<file path="src/hdl/oms_pkg.sv">
`default_nettype none

package oms_pkg;

  // ----------------------------------------------------------------
  // register offsets (byte addresses)
  // ----------------------------------------------------------------
  localparam logic [7:0] OMS_OFS_TIMEBASE = 8'h24;
  localparam logic [7:0] OMS_OFS_RUN      = 8'h28;
  localparam logic [7:0] OMS_OFS_CYCLE    = 8'h2c;
  localparam logic [7:0] OMS_OFS_EMITTER  = 8'h30;
  localparam logic [7:0] OMS_OFS_INTEG    = 8'h34;
  localparam logic [7:0] OMS_OFS_DPLUS    = 8'h38;
  localparam logic [7:0] OMS_OFS_DMINUS_A = 8'h3c;
  localparam logic [7:0] OMS_OFS_DMINUS_B = 8'h40;
  localparam logic [7:0] OMS_OFS_SAMPLE   = 8'h44;
  localparam logic [7:0] OMS_OFS_MODE     = 8'h48;
  localparam logic [7:0] OMS_OFS_PROGRESS = 8'h80;

  // ----------------------------------------------------------------
  // field positions
  // ----------------------------------------------------------------
  localparam int OMS_DIV_LSB      = 8;
  localparam int OMS_COUNT_LSB    = 0;
  localparam int OMS_RUN_BIT      = 0;
  localparam int OMS_WIN_ON_LSB   = 16;
  localparam int OMS_WIN_OFF_LSB  = 0;
  localparam int OMS_ADC_POS_LSB  = 0;
  localparam int OMS_ADC_INC_LSB  = 16;
  localparam int OMS_ADC_FR_LSB   = 24;
  localparam int OMS_ADC_IFR_LSB  = 28;
  localparam int OMS_MODE_MAN_BIT = 0;
  localparam int OMS_MODE_RES_BIT = 1;
  localparam int OMS_MODE_DEM_BIT = 2;
  localparam int OMS_MODE_DEC_LSB = 8;
  localparam int OMS_PRG_POS_LSB  = 0;
  localparam int OMS_PRG_MEAS_LSB = 16;
  localparam int OMS_PRG_SUBS_LSB = 24;

  // ----------------------------------------------------------------
  // reset values
  // ----------------------------------------------------------------
  localparam logic [31:0] OMS_RST_TIMEBASE = 32'h0000_0000;
  localparam logic [31:0] OMS_RST_CYCLE    = 32'h0000_0000;
  localparam logic [31:0] OMS_RST_WINDOW   = 32'h0000_0000;
  localparam logic [31:0] OMS_RST_INTEG    = 32'h0001_0000;
  localparam logic [31:0] OMS_RST_SAMPLE   = 32'h0000_0000;
  localparam logic [31:0] OMS_RST_MODE     = 32'h0000_0000;

  // ----------------------------------------------------------------
  // timing
  // ----------------------------------------------------------------
  localparam int OMS_CLK_NS      = 10;
  localparam int OMS_BASE_TICK_US = 1;
  localparam int OMS_TICK_CYC    = (OMS_BASE_TICK_US * 1000) / OMS_CLK_NS;
  localparam int OMS_FRAC_SHIFT  = 4;

  // ahb-lite encodings
  localparam logic [1:0] OMS_HTRANS_NONSEQ = 2'b10;
  localparam logic [1:0] OMS_HTRANS_SEQ    = 2'b11;

endpackage

`default_nettype wire

</file>
<file path="src/hdl/oms_step_timer.sv">
`timescale 1ns/1ps
`default_nettype none

module oms_step_timer
  import oms_pkg::*;
(
  // clock and reset
  input  wire logic        mclk,
  input  wire logic        arst_n,
  // control
  input  wire logic        run,
  input  wire logic [15:0] step_div,
  // step enable
  output logic             step_pulse
);

  typedef struct packed {
    logic [6:0]  tick_cnt;
    logic [15:0] div_cnt;
    logic        step;
  } oms_tmr_t;

  oms_tmr_t r;
  oms_tmr_t next_r;

  always_comb
  begin
    next_r      = r;
    next_r.step = 1'b0;
    if (!run)
    begin
      // restart from a clean phase so the first step is a full step
      next_r.tick_cnt = '0;
      next_r.div_cnt  = '0;
    end
    else if (r.tick_cnt == 7'(OMS_TICK_CYC - 1))
    begin
      next_r.tick_cnt = '0;
      if (r.div_cnt >= step_div)
      begin
        next_r.div_cnt = '0;
        next_r.step    = 1'b1;
      end
      else
      begin
        next_r.div_cnt = r.div_cnt + 16'h0001;
      end
    end
    else
    begin
      next_r.tick_cnt = r.tick_cnt + 7'h01;
    end
  end

  always_ff @(posedge mclk or negedge arst_n)
  begin
    if (!arst_n)
      r <= '0;
    else
      r <= next_r;
  end

  assign step_pulse = r.step;

endmodule

`default_nettype wire

</file>
<file path="src/hdl/oms_sequencer.sv">
// Behaviour
// - time step is (divider + 1) times the 1 us base tick
// - measurement count sets measurements per sequence; zero runs forever
// - writing one to run bit in sequencer mode starts the sequence
// - writing zero to run bit stops all sequencer activity
// - in manual mode writing one starts a single adc conversion
// - run bit reads one while running or converting, zero after adc done
// - 16-bit period sets measurement cycle length in time steps
// - emitter window between start and stop; drive begins one step after start
// - integrator window between start and stop; reset 1/0 keeps it always on
// - cap mode without demod discharges when off; resistive mode lifts short
// - demod positive phase window from one register's halves
// - demod first negative phase has its own window
// - demod second negative phase has its own window
// - sample position from 16-bit field; position writes while running take effect at the next start, increment writes at the next conversion
// - 4-bit fraction delays sample point in sixteenths of a step
// - after each conversion sample position advances by whole plus fraction
// - read-only progress: subsampling count, measurement count, cycle position
// - decimation ratio lets adc sample slower than the cycle rate
`timescale 1ns/1ps
`default_nettype none

module oms_sequencer
  import oms_pkg::*;
(
  // clock and reset
  input  wire logic        mclk,
  input  wire logic        arst_n,
  // ahb-lite slave
  input  wire logic        hsel,
  input  wire logic [31:0] haddr,
  input  wire logic [1:0]  htrans,
  input  wire logic        hwrite,
  input  wire logic [2:0]  hsize,
  input  wire logic [31:0] hwdata,
  input  wire logic        hready,
  output logic             hreadyout,
  output logic             hresp,
  output logic [31:0]      hrdata,
  // analog front end controls
  output logic             emitter_drive,
  output logic             integrator_on,
  output logic             cap_discharge,
  output logic             fb_short_release,
  output logic             demod_plus,
  output logic             demod_minus_a,
  output logic             demod_minus_b,
  // adc
  output logic             adc_start,
  input  wire logic        adc_done
);

  typedef struct packed {
    logic [31:0] timebase;
    logic [15:0] cycle_length;
    logic [31:0] emitter_window;
    logic [31:0] integrate_window;
    logic [31:0] demod_plus_window;
    logic [31:0] demod_minus_window_a;
    logic [31:0] demod_minus_window_b;
    logic [31:0] sample_point;
    logic        manual_mode;
    logic        resistive_fb;
    logic        demod_enable;
    logic [7:0]  sampling_decimation_ratio;
    logic        running;
    logic        conv_busy;
    logic [15:0] pos;
    logic [7:0]  meas;
    logic [7:0]  subs;
    logic [19:0] acc;
    logic [23:0] frac_cnt;
    logic        frac_wait;
    logic        emit_pending;
    logic        emit_on;
    logic        itg_on;
    logic        dp_on;
    logic        dma_on;
    logic        dmb_on;
    logic        adc_go;
    logic        done_s1;
    logic        done_s2;
    logic        done_s3;
    logic        wr_pend;
    logic [7:0]  wr_addr;
    logic [31:0] rdata;
  } oms_state_t;

  oms_state_t r;
  oms_state_t next_r;
  logic       step;

  // ------------------------------------------------------------------
  // functions
  // ------------------------------------------------------------------
  function automatic logic win_next(input logic cur, input logic [15:0] p,
                                    input logic [31:0] win);
    if (p == win[OMS_WIN_ON_LSB +: 16])
      win_next = 1'b1;
    else if (p == win[OMS_WIN_OFF_LSB +: 16])
      win_next = 1'b0;
    else
      win_next = cur;
  endfunction

  // clock cycles of a fractional delay: frac/16 of (div+1) base ticks
  function automatic logic [23:0] frac_cycles(input logic [3:0] frac,
                                              input logic [15:0] div);
    logic [31:0] prod;
    prod = 32'(frac) * (32'(div) + 32'd1) * 32'(OMS_TICK_CYC);
    frac_cycles = 24'(prod >> OMS_FRAC_SHIFT);
  endfunction

  // ------------------------------------------------------------------
  // step timer
  // ------------------------------------------------------------------
  oms_step_timer u_timer (
    .mclk       (mclk),
    .arst_n     (arst_n),
    .run        (r.running),
    .step_div   (r.timebase[OMS_DIV_LSB +: 16]),
    .step_pulse (step)
  );

  // ------------------------------------------------------------------
  // next state
  // ------------------------------------------------------------------
  always_comb
  begin
    logic        addr_ok;
    logic        wr_run;
    logic        run_val;
    logic        fire;
    logic [15:0] npos;
    logic [7:0]  nmeas;
    logic [7:0]  nsubs;
    logic [7:0]  ratio;
    logic [23:0] fdel;
    logic        ended;
    addr_ok = 1'b0;
    wr_run  = 1'b0;
    run_val = 1'b0;
    fire    = 1'b0;
    npos    = r.pos;
    nmeas   = r.meas;
    nsubs   = r.subs;
    ratio   = r.sampling_decimation_ratio;
    fdel    = '0;
    ended   = 1'b0;
    next_r  = r;

    // synchroniser for the adc completion strobe
    next_r.done_s1 = adc_done;
    next_r.done_s2 = r.done_s1;
    next_r.done_s3 = r.done_s2;
    next_r.adc_go  = 1'b0;

    // ------------------------------------------------------------------
    // bus address phase
    // ------------------------------------------------------------------
    addr_ok = hsel && hready && (htrans == OMS_HTRANS_NONSEQ || htrans == OMS_HTRANS_SEQ);
    next_r.wr_pend = addr_ok && hwrite;
    if (addr_ok)
      next_r.wr_addr = haddr[7:0];
    if (addr_ok && !hwrite)
    begin
      case (haddr[7:0])
        OMS_OFS_TIMEBASE: next_r.rdata = {8'h00, r.timebase[23:0]};
        OMS_OFS_RUN:      next_r.rdata = {31'h0, r.running | r.conv_busy};
        OMS_OFS_CYCLE:    next_r.rdata = {16'h0000, r.cycle_length};
        OMS_OFS_EMITTER:  next_r.rdata = r.emitter_window;
        OMS_OFS_INTEG:    next_r.rdata = r.integrate_window;
        OMS_OFS_DPLUS:    next_r.rdata = r.demod_plus_window;
        OMS_OFS_DMINUS_A: next_r.rdata = r.demod_minus_window_a;
        OMS_OFS_DMINUS_B: next_r.rdata = r.demod_minus_window_b;
        OMS_OFS_SAMPLE:   next_r.rdata = r.sample_point;
        OMS_OFS_MODE:     next_r.rdata = {16'h0000, r.sampling_decimation_ratio, 5'h00,
                                          r.demod_enable, r.resistive_fb, r.manual_mode};
        OMS_OFS_PROGRESS: next_r.rdata = {r.subs, r.meas, r.pos};
        default:          next_r.rdata = 32'h0000_0000;
      endcase
    end

    // ------------------------------------------------------------------
    // bus data phase writes
    // ------------------------------------------------------------------
    if (r.wr_pend)
    begin
      case (r.wr_addr)
        OMS_OFS_TIMEBASE: next_r.timebase = {8'h00, hwdata[23:0]};
        OMS_OFS_RUN:
        begin
          wr_run  = 1'b1;
          run_val = hwdata[OMS_RUN_BIT];
        end
        OMS_OFS_CYCLE:    next_r.cycle_length = hwdata[15:0];
        OMS_OFS_EMITTER:  next_r.emitter_window = hwdata;
        OMS_OFS_INTEG:    next_r.integrate_window = hwdata;
        OMS_OFS_DPLUS:    next_r.demod_plus_window = hwdata;
        OMS_OFS_DMINUS_A: next_r.demod_minus_window_a = hwdata;
        OMS_OFS_DMINUS_B: next_r.demod_minus_window_b = hwdata;
        OMS_OFS_SAMPLE:   next_r.sample_point = hwdata;
        OMS_OFS_MODE:
        begin
          next_r.manual_mode               = hwdata[OMS_MODE_MAN_BIT];
          next_r.resistive_fb              = hwdata[OMS_MODE_RES_BIT];
          next_r.demod_enable              = hwdata[OMS_MODE_DEM_BIT];
          next_r.sampling_decimation_ratio = hwdata[OMS_MODE_DEC_LSB +: 8];
        end
        default:
        begin
          next_r.timebase = r.timebase;
        end
      endcase
    end

    // ------------------------------------------------------------------
    // sequencer timing
    // ------------------------------------------------------------------
    if (r.running && step)
    begin
      if (r.pos != 16'h0000 && r.pos >= r.cycle_length)
      begin
        // end of a measurement cycle
        nmeas = r.meas + 8'h01;
        if (r.timebase[OMS_COUNT_LSB +: 8] != 8'h00 &&
            nmeas == r.timebase[OMS_COUNT_LSB +: 8])
          ended = 1'b1;
        npos  = 16'h0001;
        // decimation ratio of zero or one samples every cycle
        nsubs = (ratio <= 8'h01 || r.subs + 8'h01 >= ratio) ? 8'h00 : r.subs + 8'h01;
      end
      else
      begin
        npos = r.pos + 16'h0001;
      end
      next_r.pos  = npos;
      next_r.meas = nmeas;
      next_r.subs = nsubs;
      if (ended)
      begin
        next_r.running = 1'b0;
      end
      else
      begin
        next_r.emit_pending = win_next(r.emit_pending, npos, r.emitter_window);
        // current starts one step after the request so bias can settle, and stops with it
        next_r.emit_on      = r.emit_pending && next_r.emit_pending;
        next_r.itg_on       = win_next(r.itg_on, npos, r.integrate_window);
        next_r.dp_on        = win_next(r.dp_on, npos, r.demod_plus_window);
        next_r.dma_on       = win_next(r.dma_on, npos, r.demod_minus_window_a);
        next_r.dmb_on       = win_next(r.dmb_on, npos, r.demod_minus_window_b);
        if (npos == r.acc[19:4] && nsubs == 8'h00 && !r.frac_wait)
        begin
          fdel = frac_cycles(r.acc[3:0], r.timebase[OMS_DIV_LSB +: 16]);
          if (fdel == 24'h00_0000)
            fire = 1'b1;
          else
          begin
            next_r.frac_wait = 1'b1;
            next_r.frac_cnt  = fdel;
          end
        end
      end
    end

    // fractional delay countdown in clock cycles
    if (r.running && r.frac_wait)
    begin
      if (r.frac_cnt == 24'h00_0001)
      begin
        fire             = 1'b1;
        next_r.frac_wait = 1'b0;
      end
      next_r.frac_cnt = r.frac_cnt - 24'h00_0001;
    end

    if (fire)
    begin
      next_r.adc_go = 1'b1;
      next_r.acc    = r.acc + {r.sample_point[OMS_ADC_INC_LSB +: 8],
                               r.sample_point[OMS_ADC_IFR_LSB +: 4]};
    end

    // ------------------------------------------------------------------
    // run control
    // ------------------------------------------------------------------
    if (r.done_s2 && !r.done_s3)
      next_r.conv_busy = 1'b0;
    if (ended || (wr_run && !run_val))
    begin
      next_r.running      = 1'b0;
      next_r.conv_busy    = 1'b0;
      next_r.frac_wait    = 1'b0;
      next_r.adc_go       = 1'b0;
      next_r.emit_pending = 1'b0;
      next_r.emit_on      = 1'b0;
      next_r.itg_on       = 1'b0;
      next_r.dp_on        = 1'b0;
      next_r.dma_on       = 1'b0;
      next_r.dmb_on       = 1'b0;
    end
    else if (wr_run && run_val)
    begin
      if (r.manual_mode)
      begin
        // a request while busy is ignored, unless that conversion ends now
        if (!r.conv_busy || (r.done_s2 && !r.done_s3))
        begin
          next_r.conv_busy = 1'b1;
          next_r.adc_go    = 1'b1;
        end
      end
      else if (!r.running)
      begin
        // position snapshot taken here; later position writes wait for the next start, increment writes do not
        next_r.running      = 1'b1;
        next_r.pos          = 16'h0000;
        next_r.meas         = 8'h00;
        next_r.subs         = 8'h00;
        next_r.frac_wait    = 1'b0;
        next_r.acc          = {r.sample_point[OMS_ADC_POS_LSB +: 16],
                               r.sample_point[OMS_ADC_FR_LSB +: 4]};
        next_r.emit_pending = 1'b0;
        next_r.emit_on      = 1'b0;
        next_r.itg_on       = 1'b0;
        next_r.dp_on        = 1'b0;
        next_r.dma_on       = 1'b0;
        next_r.dmb_on       = 1'b0;
      end
    end
  end

  // ------------------------------------------------------------------
  // state register
  // ------------------------------------------------------------------
  always_ff @(posedge mclk or negedge arst_n)
  begin
    if (!arst_n)
    begin
      r                           <= '0;
      r.timebase                  <= OMS_RST_TIMEBASE;
      r.cycle_length              <= OMS_RST_CYCLE[15:0];
      r.emitter_window            <= OMS_RST_WINDOW;
      r.integrate_window          <= OMS_RST_INTEG;
      r.demod_plus_window         <= OMS_RST_WINDOW;
      r.demod_minus_window_a      <= OMS_RST_WINDOW;
      r.demod_minus_window_b      <= OMS_RST_WINDOW;
      r.sample_point              <= OMS_RST_SAMPLE;
      r.manual_mode               <= OMS_RST_MODE[OMS_MODE_MAN_BIT];
      r.resistive_fb              <= OMS_RST_MODE[OMS_MODE_RES_BIT];
      r.demod_enable              <= OMS_RST_MODE[OMS_MODE_DEM_BIT];
      r.sampling_decimation_ratio <= OMS_RST_MODE[OMS_MODE_DEC_LSB +: 8];
    end
    else
    begin
      r <= next_r;
    end
  end

  // ------------------------------------------------------------------
  // outputs
  // ------------------------------------------------------------------
  assign hreadyout        = 1'b1;
  assign hresp            = 1'b0;
  assign hrdata           = r.rdata;
  assign emitter_drive    = r.emit_on;
  assign integrator_on    = r.itg_on;
  assign cap_discharge    = !r.resistive_fb && !r.demod_enable && !r.itg_on;
  assign fb_short_release = r.resistive_fb && r.itg_on;
  assign demod_plus       = r.dp_on;
  assign demod_minus_a    = r.dma_on;
  assign demod_minus_b    = r.dmb_on;
  assign adc_start        = r.adc_go;

endmodule

`default_nettype wire

</file>
<file path="config.mk">
export PLATFORM = sky130hd
export DESIGN_NAME = oms_sequencer
export DESIGN_NICKNAME = d
export VERILOG_FILES = /design/src/hdl/oms_pkg.sv /design/src/hdl/oms_step_timer.sv /design/src/hdl/oms_sequencer.sv
export SDC_FILE = /design/constraint.sdc
export NUM_CORES = 1
export LEC_CHECK = 0
export BUFFER_PORTS_ARGS = -buffer_cell sky130_fd_sc_hd__buf_2
export CAP_MARGIN = 15
export CORE_MARGIN = 10
export CORE_UTILIZATION = 40
export CTS_BUF_LIST = sky130_fd_sc_hd__clkbuf_4 sky130_fd_sc_hd__clkbuf_8 sky130_fd_sc_hd__clkbuf_16
export DETAILED_ROUTE_END_ITERATION = 10
export GPL_TIMING_DRIVEN = 0
export PLACE_DENSITY_LB_ADDON = 0.1
export SLEW_MARGIN = 10
export SYNTH_ARGS = -nofsm -noshare
export SYNTH_HDL_FRONTEND = slang
export SYNTH_HIERARCHICAL = 1
export SYNTH_SLANG_ARGS = --single-unit
</file>
<file path="constraint.sdc">
create_clock -name mclk -period 12.3 [get_ports mclk]
set_input_delay 2.46 -clock mclk [delete_from_list [all_inputs] [get_ports mclk]]
set_output_delay 2.46 -clock mclk [all_outputs]
set_load 0.005 [all_outputs]
</file>
# Word level (Yosys, flattened, before mapping)
# Cells that the tools add are included.
# totals
register_bits,397
in_bits,75
output_inout_bits,42
wordCells,202
# classes
n_addsub,8
multipliers,2
magnitude_cmp,4
eq_ne,40
n_mux,66
bitwise,1
reduce_logical,45
# ops
cell,count
case mux 32 bit (11 select lines),1
== test 16 bit,11
two-way mux 52 bit,3
"== test 8 x 6 -> 1 bit, second input constant",14
two-way mux 25 bit,3
two-way mux 31 bit,2
two-way mux 54 bit,1
"== test 8 x 7 -> 1 bit, second input constant",6
two-way mux 16 bit,3
two-way mux 8 bit,6
two-way mux 1 bit,39
"adder 16 x 1 -> 16 bit, second input constant",2
greater-or-equal comparator 16 bit,2
two-way mux 32 bit,1
"multiplier 21 x 5 -> 26 bit, second input constant",1
"== test 24 x 1 -> 1 bit, second input constant",1
zero test 24 bit,1
"subtractor 24 x 1 -> 24 bit, second input constant",1
two-way mux 23 bit,1
multiplier 4 x 17 -> 21 bit,1
two-way mux 7 bit,3
adder 20 x 12 -> 20 bit,1
two-way mux 20 bit,1
AND reduction 2 bit,9
21 further kinds,52

# Longest topological paths before layout
# depth
word_depth,19
depth_mapped,40

# By module
# The synthesis kept the hierarchy.
# by_module_without_submodules
mod,n_inst,cells_each,area_each_um2
oms_sequencer,1,2615,25827.3
oms_step_timer,1,184,1632.8

# Least setup slack after synthesis
# OpenSTA, ideal clock, no wires.
# synth_path
kind,reg2reg
from,reg r[357] (netlist name)
to,reg r[91] (netlist name)
arrival_ns,8.437
required_time_ns,12.218
path_slack_ns,3.781
path_stages_with_launch,36
path_buffers,1
period_less_slack_ns,8.519
cell_sequence,dfrtp_1 ha_1 xor2_1 nand2_1 fa_1 fa_1 inv_1 ha_1 a21o_1 a21oi_1 o21ai_0 a21oi_1 o21a_1 o211ai_1 o21a_1 or2_2 xnor2_1 inv_1 ha_1 ha_1 inv_1 fa_1 inv_1 ha_1 buf_2 and4_1 o2111a_1 a22o_1 o31ai_2 mux2i_1 nand3_1 or3_2 nand4bb_4 and2_4 or4_1 a31oi_1
# synth_lines
element,line,text
"start, declared",oms_sequencer.sv:89,oms_state_t r;
"start signal, assigned",oms_sequencer.sv:357,r <= next_r;

# Final worst setup path
# layout_path
from,reg r[357] (netlist name)
to,reg r[63] (netlist name)
# layout_between
elab_chain_len,8
elab_cells_between_ends,11
classes_between,1 x add/sub; 2 x mul; 1 x eq/ne; 5 x mux; 2 x reduce/logical
# layout_lines
element,line,text
adder 16 x 1 -> 17 bit *,oms_sequencer.sv:110,prod = 32'(frac) * (32'(div) + 32'd1) * 32'(OMS_TICK_CYC);
multiplier 4 x 17 -> 21 bit *,oms_sequencer.sv:110,
multiplier 21 x 5 -> 26 bit *,oms_sequencer.sv:110,
"parallel branches: the longest is 5 deep, another holds zero test 24 bit",n/a,
# Every way passes the cells marked *. The select of a mux whose other input is x is not followed.
# A chain may end at the register's enable or synchronous reset.

==> summary.txt <==
Die
  – Die boundary height: about 280 um
  – Die area: 79500 sq um
  – Core box area: 68300 sq um
  – Initial Util: approximately 40%
  – Io pins: approximately 120
  – Die X: about 280 um
  – FP Rows: between 90 and 100

Pwr
  – Sw Ratio: between 40% and 50%
  – Comb pwr share: around 45%
  – P_int: ~3.2 mW
  – Max rail drop VDD: about 0.00017 V
  – Power Dens Cells: between 150 and 200 nW/um^2
  – Clock network power share: around 30%
  – Sw Pwr: around 2.3 mW
  – Static Leakage: between 10 and 15 nW
  – Seq pwr share: about a quarter

Logic synthesis
  – Async SR Flop Fraction: 100%
  – Synth area leaders: dfrtp_1 36%, mux2_2 9.7%, ha_1 7.0%
  – Netlist Area Pre-Place: between 20000 and 30000 sq um
  – Gate Count Post-Synth: approximately 2800
  – Synth cell types: between 100 and 150
  – Seq cells post-synth: 397
  – Syn nets: 3074
  – Synth area leader: dfrtp_1
  – Sequential share of the synthesized area: between 30 and 40%
  – Yosys top cell area share: ~36%
  – EDFF count, synth: 0
  – Synth Flop Type: dfrtp_1
  – Synth Warn #: 6
  – Avg Inst Size Synth: around 9.8 sq um

Routing
  – Starting DRT DRC Count: approximately 2300
  – Post-DR wirelength/cell: 26.7 um
  – WL final: 103000 um
  – DR DRC count: 0
  – Detail Route Antenna Nets: 0
  – DR pass1 iterations: 6
  – Via count: around 23000
  – Via density: between 5 and 6

Run
  – Max_cap viols: 0

CTS
  – Maximum buffer depth of the clock tree: 3
  – Inserted Clock Buffers: 48
  – Hold buffer count at cts: 0
  – Clock Latency Late Sink: approximately 620 ps
  – Worst-path clk slew: ~60 ps
  – Clk sinks: 397
  – Clock Root Buffer: clkbuf_16
  – Postcts setup bufs: 0
  – Max H-tree Level: 2
  – CTS resizes: 0
  – CTS tree: built

Timing
  – Unrepaired setup endpoints after global routing: no
  – Max Clk Rate: about 96 MHz
  – Setup TNS: 0 ps
  – Post-route setup slack: 1850 ps
  – Final setup vio count: 0
  – Worst Skew: a little under 40 ps
  – Final period util: between 80% and 90%
  – Slew headroom: between 10% and 20%
  – Final Max Slew Viols: 0
  – Worst-margin pin slew: between 1000 and 1500 ps
  – Fin crit period: between 10000 and 15000 ps
  – Final Hold Viols: 0

Place
  – Buffers on Ports: 86
  – Final HPWL DP: around 79000 um
  – Pre-CTS WS: between 1500 and 2000 ps
  – GP Congestion: 0.980

Finish
  – Layout cell share with drive strength beyond 1: between 10% and 20%
  – Area Overhead vs Synth: 12.9%
  – Fill cells: 6642
  – Final Net Count: around 3200

Global routing
  – GRT Util Overall: 25.6%
  – GRT overflow: 0
  – First-pass GRT wire length: 152000 um
  – Vias in the first global route: around 23000
  – Initial antenna violation count: 5
  – Largest net degree at the start of global routing: between 100 and 150

Critical path
  – CP max stage delay: around 760 ps
  – Crit path kind: reg2reg
  – CP max-delay cell: dfrtp_1
  – Worst Setup End Kind: register
  – CP arrival: around 11000 ps
  – WP data required: between 10000 and 15000 ps
  – Crit Path Max Fanout: 10
  – CP Launch Type: register

Status
  – Outcome: finished, final reports clean

Min path
  – HP Class: reg2reg
-- sequential cells by signal (all words and copies together), names as in the netlist --
name,count
next_r,2
demod_minus_a,1
demod_minus_b,1
demod_plus,1
r,333
integrator_on,1
adc_start,1
emitter_drive,1
hrdata,32
u_timer/r,23
u_timer/step_pulse,1
-- power groups by stage --
stage	Combinational (mW)	Clock (mW)	Sequential, mW
after floorplan	1.65	0	1.42
after global placement	2.42	0	1.46
after detailed placement	2.42	0	1.46
after CTS	2.44	1.65	1.44
after global routing	2.65	1.70	1.44
final	2.46	1.63	1.44
-- cell families after synthesis --
group | synth area share [%]
simple gates | 14.7
compound gates | 14.3
flops | 36.2
buf+inv | 6.11
xor+xnor | 8.42
mux | 9.97
fa+ha+maj | 10.4
other cells | 0.0273
-- through the flow --
stage          hold slack [ps]  util [%]  power [mW]  instances  area (sq um)
6_report                   369      45.4        5.53       3864         31000
5_1_grt                    384      45.3        5.80       3862         31000
4_1_cts                    367      45.3        5.53       3861         31000
3_5_place_dp               354      42.7        3.88       3773         29200
3_3_place_gp               342      42.4        3.88       3767         29000
2_1_floorplan              331         -        3.08       2799         27500
-- worst max-delay path: cells and delay by family, from the launching register on --
| family | cells | cell delay [ps] |
|---|---|---|
| muxes | 1 | 230 |
| AOI/OAI and AO/OA | 9 | 2210 |
| adders and majority gates | 8 | 3060 |
| and+or+nand+nor | 10 | 2410 |
| buffers and inverters | 8 | 970 |
| xor gates and xnor gates | 2 | 580 |
| DFF | 1 | 760 |
-- cells in the final DEF (no fill, tap or decap), drive strengths merged, types with 9 or more instances in the layout --
cell type  Yosys  layout
and2          29      29
mux2         236     236
ha           154     154
or3           13      13
xnor2        127     127
nor2         175     175
buf           78     170
a22o          30      30
nand2b        33      33
nor2b         39      39
nand4         35      35
nor3          54      54
a31oi         46      46
nand3         75      75
fa            46      46
a221oi        38      38
bufinv         0       9
a22oi         60      60
a211oi        13      13
o211ai        11      11
nor3b         10      10
xor2         137     137
nand2        188     188
inv          199     200
a21oi        101     101
dfrtp        396     396
o22ai          9       9
and3          32      32
clkbuf        85     152
o21ai         92      92
a21o          49      49
nor4          48      48
a222oi        13      13
o21a          14      14
-- synth_stat cells (39+ instances only) --
cell / count
a21o_1: 49
a21oi_1: 100
a22oi_1: 60
a31oi_1: 46
clkbuf_1: 75
dfrtp_1: 396
fa_1: 46
ha_1: 154
inv_1: 199
mux2_2: 236
nand2_1: 187
nand3_1: 73
nor2_1: 172
nor2b_1: 39
nor3_1: 53
nor4_1: 46
o21ai_0: 89
xnor2_1: 127
xor2_1: 137
-- routing by layer --
metal  up-vias  global-route usage, %  share of wire [%]
met2       948                   41.7                 46
li1      10262                      -                  -
met5         -                      0              0.026
met3       229                   4.77                7.4
met4         4                   11.4                4.9
met1     11566                   32.7                 41
-- worst paths after layout --
path                                            from                    to  slack, ps  cells after the start
worst min-delay path            next_r[42]$_DFF_PN0_  next_r[41]$_DFF_PN0_        370                      0
max in group asynchronous                     arst_n    r[285]$_DFFE_PN1P_       9250                      3
min in group asynchronous                     arst_n     r[69]$_DFFE_PN0P_       1810                      1
worst max register to register    r[357]$_DFFE_PN0P_     r[63]$_DFFE_PN0P_       1850                     38
worst max-delay path              r[357]$_DFFE_PN0P_     r[63]$_DFFE_PN0P_       1850                     38
worst min register to register  next_r[42]$_DFF_PN0_  next_r[41]$_DFF_PN0_        370                      0
-- layout make-up --
| type | count | area, sq um | share of cell area (%) |
|---|---|---|---|
| Clock buffer | 66 | 1440 | 4.63 |
| Multi-Input combinational cell | 2040 | 15900 | 51.2 |
| Tap cell | 882 | 1100 | 3.56 |
| Inverter | 199 | 747 | 2.41 |
| Sequential cell | 397 | 9940 | 32.1 |
| Buffer | 163 | 931 | 3.00 |
| Antenna cell | 2 | 5.00 | 0.0161 |
| Clock inverter | 22 | 385 | 1.24 |
| Timing Repair Buffer | 93 | 574 | 1.85 |
No activity file was read; power rests on OpenSTA's default activity.
